### config.mk
export PLATFORM = sky130hd
export DESIGN_NAME = ebt_top
export DESIGN_NICKNAME = d
export VERILOG_FILES = /design/src/rtl/ebt_pkg.sv /design/src/rtl/ebt_chan_if.sv /design/src/rtl/ebt_chan.sv /design/src/rtl/ebt_top.sv
export SDC_FILE = /design/constraint.sdc
export NUM_CORES = 1
export LEC_CHECK = 0
export BUFFER_PORTS_ARGS = -buffer_cell sky130_fd_sc_hd__buf_2
export CELL_PAD_IN_SITES_DETAIL_PLACEMENT = 0
export CELL_PAD_IN_SITES_GLOBAL_PLACEMENT = 2
export CORE_MARGIN = 2
export CORE_UTILIZATION = 37
export DETAILED_ROUTE_END_ITERATION = 7
export GPL_TIMING_DRIVEN = 0
export HOLD_SLACK_MARGIN = 0.05
export PLACE_DENSITY = 0.84
export SLEW_MARGIN = 20
export SYNTH_ARGS = -nofsm -noshare
export SYNTH_HDL_FRONTEND = slang
export SYNTH_SLANG_ARGS = --single-unit
### constraint.sdc
create_clock -name clk -period 3 [get_ports clk]
set_clock_uncertainty 0.1 [all_clocks]
set_input_delay 0.3 -clock clk [delete_from_list [all_inputs] [get_ports clk]]
set_output_delay 0.3 -clock clk [all_outputs]
set_load 0.005 [all_outputs]
### src/rtl/ebt_pkg.sv
package ebt_pkg;
  typedef logic [31:0] ebt_word_t;
  typedef logic [7:0] ebt_byte_t;
  // Register indices, byte address is four times the index
  localparam logic [7:0] ASYNC_STATUS_IDX = 8'h22;
  localparam logic [7:0] T2_CONTROL_IDX = 8'h25;
  localparam logic [7:0] T0_CONTROL_IDX = 8'h33;
  localparam logic [7:0] T0_COUNT_IDX = 8'h10;
  localparam logic [7:0] T0_COMPARE_IDX = 8'h11;
  localparam logic [7:0] T2_COUNT_IDX = 8'h12;
  localparam logic [7:0] T2_COMPARE_IDX = 8'h13;
  localparam logic [7:0] FLAGS_IDX = 8'h14;
  localparam logic [7:0] MASK_IDX = 8'h15;
  // Control register fields
  localparam int FORCE_BIT = 7;
  localparam int PWM_BIT = 6;
  localparam int COM_HI = 5;
  localparam int COM_LO = 4;
  localparam int CTC_BIT = 3;
  localparam int CS_HI = 2;
  localparam int CS_LO = 0;
  // Async status fields
  localparam int ASYNC_BIT = 3;
  localparam int UB_COUNT = 2;
  localparam int UB_COMPARE = 1;
  localparam int UB_CONTROL = 0;
  // Flag and mask fields
  localparam int T0_OVF_BIT = 0;
  localparam int T0_CMP_BIT = 1;
  localparam int T2_OVF_BIT = 2;
  localparam int T2_CMP_BIT = 3;
  // Clock select codes
  localparam logic [2:0] CS_STOP = 3'h0;
  localparam logic [2:0] CS_DIRECT = 3'h1;
  localparam logic [2:0] CS_C2 = 3'h2;
  localparam logic [2:0] CS_C3 = 3'h3;
  localparam logic [2:0] CS_C4 = 3'h4;
  localparam logic [2:0] CS_C5 = 3'h5;
  localparam logic [2:0] CS_C6 = 3'h6;
  localparam logic [2:0] CS_C7 = 3'h7;
  // Prescale divide as a power of two
  localparam logic [3:0] SH_DIV8 = 4'h3;
  localparam logic [3:0] SH_DIV32 = 4'h5;
  localparam logic [3:0] SH_DIV64 = 4'h6;
  localparam logic [3:0] SH_DIV128 = 4'h7;
  localparam logic [3:0] SH_DIV256 = 4'h8;
  localparam logic [3:0] SH_DIV1024 = 4'ha;
  // Compare output modes
  localparam logic [1:0] COM_OFF = 2'h0;
  localparam logic [1:0] COM_TOGGLE = 2'h1;
  localparam logic [1:0] COM_CLEAR = 2'h2;
  localparam logic [1:0] COM_SET = 2'h3;
  localparam ebt_byte_t CNT_TOP = 8'hff;
  localparam ebt_byte_t CNT_BOTTOM = 8'h00;
  localparam ebt_byte_t CNT_TURN = 8'hfe;
  localparam ebt_byte_t CNT_ONE = 8'h01;
  // Crystal edges before an async write lands
  localparam logic [1:0] XTAL_EDGES = 2'h2;
endpackage : ebt_pkg

### src/rtl/ebt_chan_if.sv
`timescale 1ns/100ps
interface ebt_chan_if;
  logic tick;
  logic [7:0] ctrl;
  logic force_cmp;
  logic cnt_wr;
  logic [7:0] cnt_wdata;
  logic ocr_wr;
  logic [7:0] ocr_wdata;
  logic [7:0] cnt;
  logic [7:0] ocr_rd;
  logic out;
  logic out_on;
  logic match_ev;
  logic ovf_ev;
  modport ctl (
    output tick, ctrl, force_cmp, cnt_wr, cnt_wdata, ocr_wr, ocr_wdata,
    input cnt, ocr_rd, out, out_on, match_ev, ovf_ev
  );
  modport core (
    input tick, ctrl, force_cmp, cnt_wr, cnt_wdata, ocr_wr, ocr_wdata,
    output cnt, ocr_rd, out, out_on, match_ev, ovf_ev
  );
endinterface : ebt_chan_if

### src/rtl/ebt_chan.sv
`timescale 1ns/100ps
module ebt_chan (
  // Clock and reset
  input wire logic clk,
  input wire logic reset_n,
  // Control side
  ebt_chan_if.core ch
);
  import ebt_pkg::*;

  typedef struct packed {
    logic [7:0] cnt;
    logic [7:0] ocr;
    logic [7:0] hold;
    logic down;
    logic out;
    logic on;
    logic block;
  } ebt_chan_st_t;

  ebt_chan_st_t q;
  ebt_chan_st_t nxt_q;
  logic pwm;
  logic ctc;
  logic [1:0] com;
  logic hit;

  function automatic logic ebt_com_act(input logic [1:0] mode,
                                       input logic cur);
    unique case (mode)
      COM_TOGGLE: return ~cur;
      COM_CLEAR: return 1'b0;
      COM_SET: return 1'b1;
      default: return cur;
    endcase
  endfunction : ebt_com_act

  assign pwm = ch.ctrl[PWM_BIT];
  assign ctc = ch.ctrl[CTC_BIT];
  assign com = ch.ctrl[COM_HI:COM_LO];
  assign hit = (q.cnt == q.ocr);

  always_comb
  begin
    nxt_q = q;
    ch.match_ev = 1'b0;
    ch.ovf_ev = 1'b0;
    // PWM modes 0x leave the pin unconnected
    nxt_q.on = pwm ? com[1] : (com != COM_OFF);
    if (ch.ocr_wr)
    begin
      nxt_q.hold = ch.ocr_wdata;
      if (!pwm)
        nxt_q.ocr = ch.ocr_wdata;
    end
    if (ch.cnt_wr)
    begin
      nxt_q.cnt = ch.cnt_wdata;
      nxt_q.block = 1'b1;
    end
    else if (ch.tick)
    begin
      nxt_q.block = 1'b0;
      ch.match_ev = hit && !q.block;
      if (!pwm)
      begin
        ch.ovf_ev = (q.cnt == CNT_TOP);
        nxt_q.cnt = q.cnt + 8'h01;
        if (ch.match_ev && ctc)
          nxt_q.cnt = CNT_BOTTOM;
        if (ch.match_ev)
          nxt_q.out = ebt_com_act(com, q.out);
      end
      else if (!ctc)
      begin
        ch.ovf_ev = (q.cnt == CNT_BOTTOM);
        if (!q.down)
        begin
          nxt_q.cnt = q.cnt + 8'h01;
          if (q.cnt == CNT_TOP)
          begin
            nxt_q.down = 1'b1;
            nxt_q.cnt = CNT_TURN;
          end
        end
        else
        begin
          nxt_q.cnt = q.cnt - 8'h01;
          if (q.cnt == CNT_BOTTOM)
          begin
            nxt_q.down = 1'b0;
            nxt_q.cnt = CNT_ONE;
          end
        end
        if (q.cnt == CNT_TOP)
          nxt_q.ocr = q.hold;
        if (ch.match_ev && com[1])
        begin
          if (q.ocr == CNT_BOTTOM || q.ocr == CNT_TOP)
            nxt_q.out = (q.ocr == CNT_TOP) ^ com[0];
          else
            nxt_q.out = q.down ^ com[0];
        end
      end
      else
      begin
        ch.ovf_ev = (q.cnt == CNT_TOP);
        nxt_q.cnt = q.cnt + 8'h01;
        if (q.cnt == CNT_TOP)
          nxt_q.ocr = q.hold;
        if (com[1])
        begin
          if (ch.match_ev)
            nxt_q.out = com[0];
          if (ch.ovf_ev)
            nxt_q.out = ~com[0];
        end
      end
    end
    if (ch.force_cmp && !pwm)
      nxt_q.out = ebt_com_act(com, nxt_q.out);
  end

  always_ff @(posedge clk or negedge reset_n)
  begin
    if (!reset_n)
      q <= '0;
    else
      q <= nxt_q;
  end

  assign ch.cnt = q.cnt;
  assign ch.ocr_rd = q.hold;
  assign ch.out = q.out;
  assign ch.out_on = q.on;
endmodule : ebt_chan

### src/rtl/ebt_top.sv
// The APB slave port was decided locally.
`timescale 1ns/100ps
module ebt_top #(
  parameter int APB_AW = 12,
  parameter int PRE_W = 10
) (
  // Clock and reset
  input wire logic clk,
  input wire logic reset_n,
  // APB slave
  input wire logic psel,
  input wire logic penable,
  input wire logic pwrite,
  input wire logic [APB_AW-1:0] paddr,
  input wire ebt_pkg::ebt_word_t pwdata,
  output ebt_pkg::ebt_word_t prdata,
  output logic pready,
  output logic pslverr,
  // Pins
  input wire logic external_count_pin,
  input wire logic crystal_clock_pin,
  output logic timer_zero_compare_out,
  output logic timer_zero_compare_out_active,
  output logic timer_two_compare_out,
  output logic timer_two_compare_out_active,
  output logic crystal_pins_claimed,
  // Interrupt requests
  input wire logic global_int_enable,
  output logic timer_zero_overflow_irq,
  output logic timer_zero_match_irq,
  output logic timer_two_overflow_irq,
  output logic timer_two_match_irq
);
  import ebt_pkg::*;

  // ---------------------------------------------------------------
  // Parameter checks
  // ---------------------------------------------------------------
  if (APB_AW < 10)
    $error("APB address too narrow for the register map");
  if (PRE_W < 10)
    $error("Prescaler too narrow for divide by 1024");

  // ---------------------------------------------------------------
  // State
  // ---------------------------------------------------------------
  typedef struct packed {
    logic [7:0] t0_ctrl;
    logic [7:0] t2_ctrl_sw;
    logic [7:0] t2_ctrl_act;
    logic async_sel;
    logic [2:0] busy;
    logic [2:0][1:0] xedges;
    logic [7:0] tmp_cnt;
    logic [7:0] tmp_ocr;
    logic [3:0] flags;
    logic [3:0] mask;
    logic [3:0] irq;
    logic [PRE_W-1:0] pre0;
    logic [PRE_W-1:0] pre2;
    logic es1;
    logic es2;
    logic es3;
    logic xs1;
    logic xs2;
    logic xs3;
    logic claimed;
    ebt_word_t rdata;
    logic ready;
    logic err;
  } ebt_top_st_t;

  ebt_top_st_t q;
  ebt_top_st_t nxt_q;

  ebt_chan_if ch0 ();
  ebt_chan_if ch2 ();

  logic [7:0] idx;
  logic setup;
  logic wr;
  logic mapped;
  logic wr_t0ctl;
  logic wr_t0cnt;
  logic wr_t0ocr;
  logic wr_t2ctl;
  logic wr_t2cnt;
  logic wr_t2ocr;
  logic wr_async;
  logic wr_flags;
  logic wr_mask;
  logic ext_rise;
  logic ext_fall;
  logic xrise;
  logic src2;
  logic tick0;
  logic tick2;
  logic [2:0] apply;
  logic [2:0] async_wr;
  logic [3:0] set_flags;

  // ---------------------------------------------------------------
  // Functions
  // ---------------------------------------------------------------
  function automatic logic pre_hit(input logic [PRE_W-1:0] pre,
                                   input logic [3:0] sh);
    logic [PRE_W-1:0] m;
    m = ~({PRE_W{1'b1}} << sh);
    return (pre & m) == m;
  endfunction : pre_hit

  function automatic logic reg_hit(input logic [7:0] a,
                                   input logic [7:0] b);
    return a == b;
  endfunction : reg_hit

  // ---------------------------------------------------------------
  // Bus decode
  // ---------------------------------------------------------------
  assign idx = 8'(paddr[APB_AW-1:2]);
  assign setup = psel && !penable;
  assign wr = psel && penable && pwrite && q.ready;
  assign mapped = reg_hit(idx, ASYNC_STATUS_IDX) ||
                  reg_hit(idx, T0_CONTROL_IDX) ||
                  reg_hit(idx, T2_CONTROL_IDX) ||
                  reg_hit(idx, T0_COUNT_IDX) ||
                  reg_hit(idx, T0_COMPARE_IDX) ||
                  reg_hit(idx, T2_COUNT_IDX) ||
                  reg_hit(idx, T2_COMPARE_IDX) ||
                  reg_hit(idx, FLAGS_IDX) ||
                  reg_hit(idx, MASK_IDX);
  assign wr_t0ctl = wr && reg_hit(idx, T0_CONTROL_IDX);
  assign wr_t0cnt = wr && reg_hit(idx, T0_COUNT_IDX);
  assign wr_t0ocr = wr && reg_hit(idx, T0_COMPARE_IDX);
  assign wr_t2ctl = wr && reg_hit(idx, T2_CONTROL_IDX);
  assign wr_t2cnt = wr && reg_hit(idx, T2_COUNT_IDX);
  assign wr_t2ocr = wr && reg_hit(idx, T2_COMPARE_IDX);
  assign wr_async = wr && reg_hit(idx, ASYNC_STATUS_IDX);
  assign wr_flags = wr && reg_hit(idx, FLAGS_IDX);
  assign wr_mask = wr && reg_hit(idx, MASK_IDX);

  // ---------------------------------------------------------------
  // Clock sources
  // ---------------------------------------------------------------
  // edges seen after sampling
  assign ext_rise = q.es2 && !q.es3;
  assign ext_fall = !q.es2 && q.es3;
  assign xrise = q.xs2 && !q.xs3;
  assign src2 = q.async_sel ? xrise : 1'b1;

  always_comb
  begin
    unique case (q.t0_ctrl[CS_HI:CS_LO])
      CS_STOP: tick0 = 1'b0;
      CS_DIRECT: tick0 = 1'b1;
      CS_C2: tick0 = pre_hit(q.pre0, SH_DIV8);
      CS_C3: tick0 = pre_hit(q.pre0, SH_DIV64);
      CS_C4: tick0 = pre_hit(q.pre0, SH_DIV256);
      CS_C5: tick0 = pre_hit(q.pre0, SH_DIV1024);
      CS_C6: tick0 = ext_fall;
      CS_C7: tick0 = ext_rise;
    endcase
  end

  always_comb
  begin
    unique case (q.t2_ctrl_act[CS_HI:CS_LO])
      CS_STOP: tick2 = 1'b0;
      CS_DIRECT: tick2 = src2;
      CS_C2: tick2 = src2 && pre_hit(q.pre2, SH_DIV8);
      CS_C3: tick2 = src2 && pre_hit(q.pre2, SH_DIV32);
      CS_C4: tick2 = src2 && pre_hit(q.pre2, SH_DIV64);
      CS_C5: tick2 = src2 && pre_hit(q.pre2, SH_DIV128);
      CS_C6: tick2 = src2 && pre_hit(q.pre2, SH_DIV256);
      CS_C7: tick2 = src2 && pre_hit(q.pre2, SH_DIV1024);
    endcase
  end

  // ---------------------------------------------------------------
  // Async write transfer
  // ---------------------------------------------------------------
  assign async_wr[UB_COUNT] = wr_t2cnt && q.async_sel;
  assign async_wr[UB_COMPARE] = wr_t2ocr && q.async_sel;
  assign async_wr[UB_CONTROL] = wr_t2ctl && q.async_sel;

  for (genvar i = 0; i < 3; i++)
  begin : g_apply
    assign apply[i] = xrise && q.busy[i] &&
                      (q.xedges[i] == XTAL_EDGES - 2'h1);
  end

  // ---------------------------------------------------------------
  // Channel hookup
  // ---------------------------------------------------------------
  assign ch0.tick = tick0;
  assign ch0.ctrl = q.t0_ctrl;
  assign ch0.force_cmp = wr_t0ctl && pwdata[FORCE_BIT];
  assign ch0.cnt_wr = wr_t0cnt;
  assign ch0.cnt_wdata = pwdata[7:0];
  assign ch0.ocr_wr = wr_t0ocr;
  assign ch0.ocr_wdata = pwdata[7:0];

  assign ch2.tick = tick2;
  assign ch2.ctrl = q.t2_ctrl_act;
  assign ch2.force_cmp = wr_t2ctl && pwdata[FORCE_BIT] && !q.async_sel;
  assign ch2.cnt_wr = q.async_sel ? apply[UB_COUNT] : wr_t2cnt;
  assign ch2.cnt_wdata = q.async_sel ? q.tmp_cnt : pwdata[7:0];
  assign ch2.ocr_wr = q.async_sel ? apply[UB_COMPARE] : wr_t2ocr;
  assign ch2.ocr_wdata = q.async_sel ? q.tmp_ocr : pwdata[7:0];

  ebt_chan u_chan0 (
    .clk(clk),
    .reset_n(reset_n),
    .ch(ch0.core)
  );

  ebt_chan u_chan2 (
    .clk(clk),
    .reset_n(reset_n),
    .ch(ch2.core)
  );

  assign set_flags[T0_OVF_BIT] = ch0.ovf_ev;
  assign set_flags[T0_CMP_BIT] = ch0.match_ev;
  assign set_flags[T2_OVF_BIT] = ch2.ovf_ev;
  assign set_flags[T2_CMP_BIT] = ch2.match_ev;

  // ---------------------------------------------------------------
  // Next state
  // ---------------------------------------------------------------
  always_comb
  begin
    nxt_q = q;
    nxt_q.es1 = external_count_pin;
    nxt_q.es2 = q.es1;
    nxt_q.es3 = q.es2;
    nxt_q.xs1 = crystal_clock_pin;
    nxt_q.xs2 = q.xs1;
    nxt_q.xs3 = q.xs2;
    nxt_q.pre0 = q.pre0 + PRE_W'(1);
    if (src2)
      nxt_q.pre2 = q.pre2 + PRE_W'(1);
    nxt_q.ready = 1'b1;
    nxt_q.claimed = q.async_sel;
    if (wr_t0ctl)
      nxt_q.t0_ctrl = pwdata[7:0] & ~(8'h01 << FORCE_BIT);
    if (wr_t2ctl)
    begin
      nxt_q.t2_ctrl_sw = pwdata[7:0] & ~(8'h01 << FORCE_BIT);
      if (!q.async_sel)
        nxt_q.t2_ctrl_act = pwdata[7:0] & ~(8'h01 << FORCE_BIT);
    end
    if (apply[UB_CONTROL] && q.async_sel)
      nxt_q.t2_ctrl_act = q.t2_ctrl_sw;
    if (wr_async)
      nxt_q.async_sel = pwdata[ASYNC_BIT];
    if (wr_t2cnt)
      nxt_q.tmp_cnt = pwdata[7:0];
    if (wr_t2ocr)
      nxt_q.tmp_ocr = pwdata[7:0];
    for (int i = 0; i < 3; i++)
    begin
      if (apply[i])
        nxt_q.busy[i] = 1'b0;
      else if (xrise && q.busy[i])
        nxt_q.xedges[i] = q.xedges[i] + 2'h1;
      if (async_wr[i])
      begin
        nxt_q.busy[i] = 1'b1;
        nxt_q.xedges[i] = 2'h0;
      end
    end
    if (wr_mask)
      nxt_q.mask = pwdata[3:0];
    // Write one clears, a new event wins
    nxt_q.flags = (q.flags & ~(wr_flags ? pwdata[3:0] : 4'h0)) | set_flags;
    nxt_q.irq = q.flags & q.mask & {4{global_int_enable}};
    // Read data is captured in the setup cycle
    if (setup)
    begin
      nxt_q.err = !mapped;
      nxt_q.rdata = '0;
      unique case (1'b1)
        reg_hit(idx, ASYNC_STATUS_IDX):
          nxt_q.rdata = {28'h0, q.async_sel, q.busy};
        reg_hit(idx, T0_CONTROL_IDX):
          nxt_q.rdata = {24'h0, q.t0_ctrl};
        reg_hit(idx, T2_CONTROL_IDX):
          nxt_q.rdata = {24'h0, q.t2_ctrl_sw};
        reg_hit(idx, T0_COUNT_IDX):
          nxt_q.rdata = {24'h0, ch0.cnt};
        reg_hit(idx, T0_COMPARE_IDX):
          nxt_q.rdata = {24'h0, ch0.ocr_rd};
        reg_hit(idx, T2_COUNT_IDX):
          nxt_q.rdata = {24'h0, ch2.cnt};
        reg_hit(idx, T2_COMPARE_IDX):
          nxt_q.rdata = {24'h0, q.async_sel ? q.tmp_ocr : ch2.ocr_rd};
        reg_hit(idx, FLAGS_IDX):
          nxt_q.rdata = {28'h0, q.flags};
        reg_hit(idx, MASK_IDX):
          nxt_q.rdata = {28'h0, q.mask};
        default:
          nxt_q.rdata = '0;
      endcase
    end
  end

  always_ff @(posedge clk or negedge reset_n)
  begin
    if (!reset_n)
      q <= '0;
    else
      q <= nxt_q;
  end

  // ---------------------------------------------------------------
  // Outputs
  // ---------------------------------------------------------------
  assign prdata = q.rdata;
  assign pready = q.ready;
  assign pslverr = q.err;
  assign timer_zero_compare_out = ch0.out;
  assign timer_zero_compare_out_active = ch0.out_on;
  assign timer_two_compare_out = ch2.out;
  assign timer_two_compare_out_active = ch2.out_on;
  assign crystal_pins_claimed = q.claimed;
  assign timer_zero_overflow_irq = q.irq[T0_OVF_BIT];
  assign timer_zero_match_irq = q.irq[T0_CMP_BIT];
  assign timer_two_overflow_irq = q.irq[T2_OVF_BIT];
  assign timer_two_match_irq = q.irq[T2_CMP_BIT];
endmodule : ebt_top

==> metrics.md, run 1 <==
| Metric | Value |
|---|---|
| Fraction of synthesis flops using an asynchronous set or reset pin | `100%` |
| Count of flip-flops with a built-in enable after synthesis | `0` |
| Post-synthesis sequential area ratio | `between 40% and 50%` |
| Slack of the critical path | `0.182 ns` |
| Diode insertion count for antenna repair | `0` |
| Data arrival time at the worst-slack endpoint | `~3 ns` |
| Worst path most repeated cell | `a21oi_1` |
| Last weighted congestion value of the routability-driven placer | `0.843` |
| Total CTS buffers | `17` |
| First drt pass iteration count | `6` |
| Number of placed I/O pins | `95` |
| Most frequent cell after synthesis | `dfrtp_1` |
| CP startpoint kind | `flip-flop` |
| CTS tree | `done` |
| Category of the critical setup timing path | `flip-flop to flip-flop` |
| Via count of the routed design | `just over 7,000` |
| Post-synth top cells | `dfrtp_1, nand2_1, nor2_1` |
| H-tree level count | `4` |
| Number of antenna violations at the first check in global routing | `0` |
| Reg-to-reg critical path startpoint | `u_chan2.ch.cnt[4]$_DFFE_PN0P_` |
| Post-Syn Instances | `926` |
| Buffering stage count on the worst path with inverters included | `1` |
| PD cells | `approximately 570 nW/um^2` |
| Actual transition at the worst max-transition pin | `0.936 ns` |
| Initial drt markers | `a little under 700` |
| Cell Count, Final, Fillers Out | `1,345` |
| Detailed-placement wirelength estimate | `18,100 um` |
| Worst slack, placed | `-0.0504 ns` |
| Buffer depth of the longest clock path | `2` |
| Maximum net fanout on the critical path | `8` |
| Final global-route overflow total | `0` |
| Maximum achievable frequency | `between 300 and 400 MHz` |
| Final period utilization | `a little over nine tenths` |
| Total DRC errors in the routed layout | `0` |
| DIE HEIGHT | `158 um` |
| Count of final setup violators | `0` |
| CP startpoint | `u_chan2.ch.cnt[4]$_DFFE_PN0P_` |
| Startpoint of the tightest hold check path | `global_int_enable` |
| Antenna-violating nets left | `0` |
| Average via count per standard cell | `between 5 and 6` |
| Largest vdd supply drop | `between 0.3 and 0.4 mV` |
| Routed wire length | `24,800 um` |
| HP Class | `input port to flip-flop` |
| Outcome | `finished, final reports clean` |
| Std-Cell Core Area | `roughly 23,000 um^2` |
| Seq cells post-synth | `152` |
| Chip Width | `between 150 and 200 um` |
| Final min period | `roughly 2.8 ns` |
| Cell family contributing the most delay on the critical path | `compound AO/OA/AOI/OAI gates` |
| Crit path capture type | `flip-flop` |
| Max stage delay on crit path | `about 0.58 ns` |
| Cell Chain, Critical Path | `clkbuf_1 -> nand2_1 -> nor3_2 -> o21ai_0 -> a211oi_1 -> a21oi_1 -> a2bb2oi_1 -> a21oi_1` |
| Fraction of synthesized cell area taken by the top area cell type | `a little over two fifths` |
| Number of global-route vias before repair | `about 6,700` |
| Worst rel slew slack | `~37%` |
| Leading area contributor after synthesis | `dfrtp_1` |
| # nets final | `roughly 1,100` |
| Port buffer count | `38` |
| Unrepaired setup endpoints after global routing | `false` |
| Layout overhead on the synthesized area | `16.6%` |
| Clock Tree Root | `clkbuf_16` |
| Final count of hold timing violations | `0` |
| TNS Setup | `0 ns` |
| Syn Std Cell Area | `between 8000 and 9000 um^2` |
| Pin count of the biggest net entering global routing | `94` |
| Clock edge transition at the registers on the reported setup and hold paths | `~0.070 ns` |
| Max Slew Vio Count | `0` |
| Yosys cell types | `78` |
| Dominant synthesized flop cell | `dfrtp_1` |
| Leading cell types by total area after synthesis | `dfrtp_1, nand2_1, mux2_2` |
| Pleak | `approximately 4.6 nW` |
| Crit path max-delay cell type | `nor3_2` |
| Number of maximum-capacitance constraint violations | `0` |
| Number of clock sinks | `152` |
| Placed Cells incl. Taps | `~1,300` |
| Min Hold Slack | `roughly 0.077 ns` |
| Wire length of the first global-routing pass | `between 30,000 and 40,000 um` |
| Required time at the worst-slack endpoint | `3.25 ns` |
| Worst skew pair latency | `0.43 ns` |
| Fraction of layout instances using a drive strength above 1 | `about 18%` |
| Floorplan die area | `about 25,000 um^2` |
| Syn_area_per_cell | `roughly 9.5 um^2` |
| Initial standard-cell utilization of the core | `between 30% and 40%` |
| Gr usage total | `between 20% and 30%` |
| FP Rows | `56` |
| Synthesis Warnings | `0` |
| Average wire per cell in the routed design | `18.4 um` |
-- metrics by stage --
| stage | instance area [um^2] | util (%) | power (mW) |
|---|---|---|---|
| floorplan | 8860 | - | 3.11 |
| global placement | 9450 | 40.4 | 3.46 |
| detailed placement | 9490 | 40.5 | 3.47 |
| CTS | 10200 | 43.5 | 5.90 |
| global route | 10200 | 43.7 | 6.15 |
| finish | 10200 | 43.7 | 5.87 |
-- worst paths after layout --
path | to | slack [ns] | depth (start not counted)
setup / recovery | u_chan2.ch.cnt[1]$_DFFE_PN0P_ | 0.18 | 8
hold / removal | timer_zero_overflow_irq$_DFF_PN0_ | 0.08 | 2
setup reg to reg | u_chan2.ch.cnt[1]$_DFFE_PN0P_ | 0.18 | 8
hold reg to reg | nxt_q[35]$_DFF_PN0_ | 0.25 | 0
max in group asynchronous | u_chan2.q[18]$_DFF_PN0_ | 1.66 | 3
min in group asynchronous | u_chan0.ch.cnt[5]$_DFFE_PN0P_ | 0.29 | 2
-- cell type report --
type | instances | area [um^2]
Buffer | 87 | 502
Clock buffer | 17 | 425
Clock inverter | 15 | 235
Fill cell | 2394 | 13200
Inverter | 34 | 128
Multi-Input combinational cell | 676 | 4450
Sequential cell | 152 | 3800
Tap cell | 319 | 399
Timing Repair Buffer | 45 | 280
-- state kept, by name, summed over array words and instances (netlist names), 5 cells and up --
name	count
q	62
ch2.ctrl	7
ch0.ctrl	7
u_chan0.q	10
u_chan0.ch.cnt	8
u_chan2.ch.ocr_rd	8
nxt_q	5
u_chan2.ch.cnt	8
prdata	8
u_chan0.ch.ocr_rd	8
u_chan2.q	10
-- where the power goes --
part	leakage [nW]	internal [mW]	switching [mW]
clock	0.309	1.49	0.932
sequential	1.93	2.19	0.0968
combinational	2.37	0.443	0.712
-- cells by family (layout without fill, tap and decap cells) --
logic type | Yosys count | after routing | synth area share (%)
AOI/OAI and AO/OA | 213 | 213 | 16.7
xor gates and xnor gates | 49 | 49 | 4.89
adders and majority gates | 14 | 14 | 2.00
buffers and inverters | 121 | 198 | 7.15
DFF | 152 | 152 | 43.4
muxes | 72 | 72 | 8.71
other | 2 | 25 | 0.0856
and+or+nand+nor | 303 | 303 | 17.1
-- timing repair --
action	4_1_cts	5_1_grt
resized for setup	2	8
hold endpoints to repair	61	0
gates cloned	0	0
endpoints found under the setup margin	5	20
hold buffers	3	0
buffers inserted	0	3
pin swaps	0	1
-- placed cells by master (no fill, tap or decap), drive strengths merged, types with 28 or more instances in the layout --
cell	instances
nor2	60
buf	90
o21ai	53
xnor2	28
mux2	35
dfrtp	152
a21oi	38
inv	39
clkbuf	56
mux2i	37
nand2	121
-- per-layer routing --
layer	up-vias	track usage [%]	share of wire [%]
li1	3436	-	-
met1	3539	30.4	49
met5	-	0	0
met4	0	4.68	1.2
met2	197	31.6	45
met3	25	3.94	5.4
Note: power is estimated with default switching activity, not from simulation.
==> run 2, diff against run 1 <==
- REMOVE_ABC_BUFFERS: unset -> 1
==> metrics.md, run 2 (synthesis results as in run 1) <==
| Metric | Value |
|---|---|
| Outcome | `finished, final reports clean` |
| Final count of hold timing violations | `0` |
| Final min period | `approximately 2.8 ns` |
| Port buffer count | `42` |
| Cell Chain, Critical Path | `ha_1 -> and3_1 -> ha_1 -> and3b_1 -> a2111oi_1 -> a41oi_2 -> nor2_4 -> o21ai_1 -> o221ai_1` |
| Number of global-route vias before repair | `around 6,400` |
| Unrepaired setup endpoints after global routing | `false` |
| Combinational share of power | `~16%` |
| Reg-to-reg critical path startpoint | `q[41]$_DFFE_PN0P_` |
| Average wire per cell in the routed design | `about 18 um` |
| Gr usage total | `approximately a fifth` |
| Data arrival time at the worst-slack endpoint | `just under 3 ns` |
| Actual transition at the worst max-transition pin | `slightly above 0.9 ns` |
| Required time at the worst-slack endpoint | `3.19 ns` |
| Net switching component of the power | `around 1.7 mW` |
| DIE HEIGHT | `about 160 um` |
| Routed wire length | `23,000 um` |
| Number of clock sinks | `~150` |
| Count of final setup violators | `0` |
| Most used cells in the layout excluding fill and tap cells | `dfrtp_1, nand2_1, nor2_1, o21ai_0, buf_2` |
| Worst skew pair latency | `~0.43 ns` |
| Number of antenna violations at the first check in global routing | `1` |
| Wire length of the first global-routing pass | `between 30,000 and 40,000 um` |
| Maximum net fanout on the critical path | `12` |
| Fraction of layout instances using a drive strength above 1 | `14.8%` |
| Fin util | `roughly two fifths` |
| Clock Tree Root | `clkbuf_16` |
| Crit path capture type | `flip-flop` |
| PD cells | `565 nW/um^2` |
| Cell-internal power | `~3.8 mW` |
| Min Hold Slack | `0.0675 ns` |
| FP Rows | `56` |
| Worst path most repeated cell | `ha_1` |
| Worst r2r dst | `u_chan2.ch.cnt[6]$_DFFE_PN0P_` |
| Initial drt markers | `about 460` |
| Floorplan die area | `around 25,000 um^2` |
| Portion of total power attributed to sequential cells | `about 45%` |
| Final standard cell area without fillers | `9730 um^2` |
| Crit path max-delay cell type | `a41oi_2` |
| Std-Cell Core Area | `about 23,000 um^2` |
| Pin count of the biggest net entering global routing | `slightly above 80` |
| # nets final | `996` |
| HP Class | `input port to flip-flop` |
| Final period utilization | `~93%` |
| Max reg flops | `slightly above 60` |
| Buffer depth of the longest clock path | `2` |
| Total DRC errors in the routed layout | `0` |
| Overall power consumption | `5.49 mW` |
| CTS tree | `done` |
| Average via count per standard cell | `about 5.3` |
| First drt pass iteration count | `5` |
| Detailed-placement wirelength estimate | `16,600 um` |
| Max stage delay on crit path | `around 0.65 ns` |
| Initial standard-cell utilization of the core | `about 37%` |
| Net switching fraction of the power | `between 30% and 40%` |
| Worst hold path endpoint | `timer_zero_match_irq$_DFF_PN0_` |
| Largest regs | `q: 62 flops, u_chan0.q: 10 flops, u_chan2.q: 10 flops` |
| Clock power frac | `between 30% and 40%` |
| Number of maximum-capacitance constraint violations | `0` |
| Max Slew Vio Count | `0` |
| Maximum achievable frequency | `approximately 360 MHz` |
| H-tree level count | `4` |
| Startpoint of the tightest hold check path | `global_int_enable` |
| Worst slack, placed | `-0.286 ns` |
| Final global-route overflow total | `0` |
| Worst rel slew slack | `between 30% and 40%` |
| Slack of the critical path | `around 0.22 ns` |
| Clock edge transition at the registers on the reported setup and hold paths | `approximately 0.07 ns` |
| Commonest non-fill, non-tap cell in the layout | `dfrtp_1` |
| Antenna-violating nets left | `0` |
| FF-to-FF setup slack | `between 0.2 and 0.25 ns` |
| Cell family contributing the most delay on the critical path | `compound AO/OA/AOI/OAI gates` |
| Diode insertion count for antenna repair | `0` |
| Layout overhead on the synthesized area | `10.9%` |
| FILL cells | `~2,400` |
| Via count of the routed design | `between 6,000 and 7,000` |
| Buffering stage count on the worst path with inverters included | `0` |
| Pleak | `roughly 4.3 nW` |
| Count of cells along the worst register-to-register path | `9` |
| Total CTS buffers | `17` |
| Number of placed I/O pins | `between 90 and 100` |
| Largest vdd supply drop | `about 0.35 mV` |
| Register ranked first by flip-flop count | `q` |
| Last weighted congestion value of the routability-driven placer | `just over 0.8` |
| Chip Width | `about 160 um` |
| Area after DPL | `approximately 9000 um^2` |
| CP startpoint kind | `flip-flop` |
| WHS Path Cells | `2` |
| Category of the critical setup timing path | `flip-flop to flip-flop` |
==> run 2: cell count changes in the layout (fill, tap and decap cells not counted), sizes merged <==
cell / before / now
clkinv: 1 / 5
clkbuf: 56 / 19
bufinv: 5 / 2
inv: 39 / 36
buf: 90 / 46
==> run 2: area by class of cell <==
cell class                 instances  area [um^2]  area share [%]
clock buffer                      19          443            4.55
clock inverter                    13          148            1.52
inverter                          34          128            1.31
multi-input combinational        676         4490            46.2
sequential                       152         3800            39.1
tap                              319          399            4.10
timing repair buffer              49          313            3.22
==> run 2: timing repair <==
| item | 4_1_cts | 5_1_grt |
|---|---|---|
| hold endpoints to repair | 73 | 0 |
| hold buffers | 3 | 0 |
| resized for setup | 2 | 7 |
| setup buffers | 2 | 0 |
| setup endpoints to repair | 13 | 18 |
| gates cloned | 0 | 0 |
| pin swaps | 1 | 0 |
==> run 2: worst max-delay path by stage <==
stage                                             start                            end  slack (ns)  depth (start not counted)
after floorplan                   nxt_q[34]$_DFFE_PN0P_        u_chan2.q[12]$_DFF_PN0_        0.02                          6
after global placement            nxt_q[34]$_DFFE_PN0P_  u_chan2.ch.cnt[6]$_DFFE_PN0P_       -1.28                          5
after detailed placement              q[41]$_DFFE_PN0P_        u_chan2.q[13]$_DFF_PN0_       -0.29                         10
after CTS                 u_chan2.ch.cnt[0]$_DFFE_PN0P_  u_chan2.ch.cnt[1]$_DFFE_PN0P_        0.08                          8
after global routing                  q[41]$_DFFE_PN0P_        u_chan2.q[12]$_DFF_PN0_       0.003                         10
final                                 q[41]$_DFFE_PN0P_  u_chan2.ch.cnt[6]$_DFFE_PN0P_        0.22                          9
==> run 2: power by group through the flow <==
stage               combinational, mW  clock [mW]  sequential, mW
detailed placement              0.856           0            2.51
finish                          0.869        2.15            2.47
floorplan                       0.621           0            2.41
CTS                             0.867        2.21            2.47
global placement                0.839           0            2.51
global route                    0.990        2.29            2.50
==> run 2: per-stage QoR <==
stage	setup TNS, ns	instances
detailed placement	-3.47	1225
global route	0	1262
floorplan	0	862
finish	0	1262
global placement	-155.14	1223
CTS	0	1262
==> run 2: per-layer routing <==
metal	vias to the layer above	global-route usage [%]	wire (um)
li1	3277	-	-
met1	3290	28.4	11400
met3	23	2.74	856
met5	-	0	7
met2	134	29.8	10500
met4	2	5.53	320
==> run 3, diff against run 2 <==
- GPL_ROUTABILITY_DRIVEN: unset -> 0
- MAX_ROUTING_LAYER: unset -> met4
==> metrics.md, run 3 (synthesis results as in run 1) <==
| Metric | Value |
|---|---|
| Register ranked first by flip-flop count | `q` |
| Clock edge transition at the registers on the reported setup and hold paths | `roughly 0.070 ns` |
| PD cells | `564 nW/um^2` |
| Maximum net fanout on the critical path | `12` |
| CTS tree | `done` |
| End point of the critical path | `u_chan2.ch.cnt[6]$_DFFE_PN0P_` |
| # nets final | `996` |
| Largest vdd supply drop | `around 0.34 mV` |
| Unrepaired setup endpoints after global routing | `false` |
| Layout overhead on the synthesized area | `10.9%` |
| Category of the critical setup timing path | `flip-flop to flip-flop` |
| Count of cells along the worst register-to-register path | `9` |
| Most used cells in the layout excluding fill and tap cells | `dfrtp_1, nand2_1, nor2_1, o21ai_0, buf_2` |
| Pin count of the biggest net entering global routing | `82` |
| Fin util | `approximately two fifths` |
| Via count of the routed design | `between 6,000 and 7,000` |
| Startpoint of the tightest hold check path | `global_int_enable` |
| Pleak | `~4.3 nW` |
| Gr usage total | `19.9%` |
| Initial drt markers | `between 400 and 500` |
| Count of final setup violators | `0` |
| Actual transition at the worst max-transition pin | `between 0.9 and 1 ns` |
| Number of antenna violations at the first check in global routing | `1` |
| First drt pass iteration count | `5` |
| Number of maximum-capacitance constraint violations | `0` |
| Required time at the worst-slack endpoint | `3.18 ns` |
| TNS Setup | `0 ns` |
| Std-Cell Core Area | `about 23,000 um^2` |
| Worst slack, placed | `-0.286 ns` |
| Number of placed I/O pins | `95` |
| Wire length of the first global-routing pass | `37,000 um` |
| FF-to-FF setup slack | `about 0.22 ns` |
| Routed wire length | `23,000 um` |
| Chip Width | `158 um` |
| Floorplan die area | `approximately 25,000 um^2` |
| Final global-route overflow total | `0` |
| Number of global-route vias before repair | `6,452` |
| Initial standard-cell utilization of the core | `37.5%` |
| DIE HEIGHT | `about 160 um` |
| CP startpoint | `q[41]$_DFFE_PN0P_` |
| Largest regs | `q: 62 flops, u_chan0.q: 10 flops, u_chan2.q: 10 flops` |
| FP Rows | `between 50 and 60` |
| Data arrival time at the worst-slack endpoint | `2.97 ns` |
| Final min period | `roughly 2.8 ns` |
| HP Class | `input port to flip-flop` |
| Fraction of layout instances using a drive strength above 1 | `between 10% and 20%` |
| Worst rel slew slack | `around a third` |
| Average via count per standard cell | `5.33` |
| CP startpoint kind | `flip-flop` |
| Final period utilization | `between 90% and 100%` |
| Overall power consumption | `5.49 mW` |
| Reg-to-reg critical path startpoint | `q[41]$_DFFE_PN0P_` |
| Detailed-placement wirelength estimate | `approximately 17,000 um` |
| Buffer depth of the longest clock path | `2` |
| Clock Tree Root | `clkbuf_16` |
| Number of clock sinks | `152` |
| Slack of the critical path | `0.217 ns` |
| Max Slew Vio Count | `0` |
| Port buffer count | `42` |
| Worst skew pair latency | `roughly 0.43 ns` |
| Worst r2r dst | `u_chan2.ch.cnt[6]$_DFFE_PN0P_` |
| H-tree level count | `4` |
| Crit path capture type | `flip-flop` |
| Outcome | `finished, final reports clean` |
| Commonest non-fill, non-tap cell in the layout | `dfrtp_1` |
| Max reg flops | `62` |
| Antenna-violating nets left | `0` |
| Final count of hold timing violations | `0` |
| Maximum achievable frequency | `359 MHz` |
| Average wire per cell in the routed design | `18.2 um` |
| Total DRC errors in the routed layout | `0` |
| Total CTS buffers | `17` |
[run 3: cell count changes in the layout (fill, tap and decap cells not counted)]
cell,change
diode_2,+1
[run 3: area by class of cell]
type / instances / area [um^2]
antenna: 1 / 2.50
clock buffer: 19 / 443
clock inverter: 13 / 148
fill: 2384 / 13700
inverter: 34 / 128
multi-input combinational: 676 / 4490
sequential: 152 / 3800
tap: 319 / 399
timing repair buffer: 49 / 313
[run 3: metal layers]
| layer | GRT usage [%] | vias up | routed length, um |
|---|---|---|---|
| met1 | 28.3 | 3298 | 11400 |
| met4 | 5.53 | 0 | 308 |
| met3 | 2.71 | 19 | 880 |
| met5 | - | - | 0 |
| li1 | - | 3280 | - |
| met2 | 29.9 | 135 | 10400 |
[run 3: worst min-delay path by stage]
stage,endpoint,slack [ns],cells after the start
after floorplan,ch0.ctrl[0]$_DFFE_PN0P_,-0.1,0
after global placement,nxt_q[38]$_DFF_PN0_,0.24,0
after detailed placement,u_chan2.q[3]$_DFFE_PN0P_,0.20,1
after CTS,timer_zero_match_irq$_DFF_PN0_,0.06,2
after global routing,timer_zero_match_irq$_DFF_PN0_,0.07,2
final,timer_zero_match_irq$_DFF_PN0_,0.09,2
[run 3: critical path, stage by stage (launching register included)]
cell and delay, ns:
dfrtp_1 0.41, ha_1 0.24, and3_1 0.19, ha_1 0.17
and3b_1 0.20, a2111oi_1 0.05, a41oi_2 0.65, nor2_4 0.12
o21ai_1 0.30, o221ai_1 0.20
[run 3: per-stage QoR]
step	area, um^2	instances	hold slack (ns)
6_report	9730	1263	0.0885
5_1_grt	9730	1263	0.0732
4_1_cts	9700	1262	0.0554
3_5_place_dp	9050	1225	0.203
3_3_place_gp	8970	1223	0.235
2_1_floorplan	8360	862	-0.0956
[run 3: power by group]
group	internal [mW]	leakage (nW)	switching, mW
sequential	2.19	1.93	0.280
clock	1.25	0.276	0.897
combinational	0.392	2.11	0.477
total	3.84	4.32	1.65
[run 3: what timing repair did]
action,4_1_cts,5_1_grt
hold buffers,3,0
pin swaps,1,0
resized for setup,2,7
setup endpoints to repair,13,18
hold endpoints to repair,73,0
setup buffers,2,0
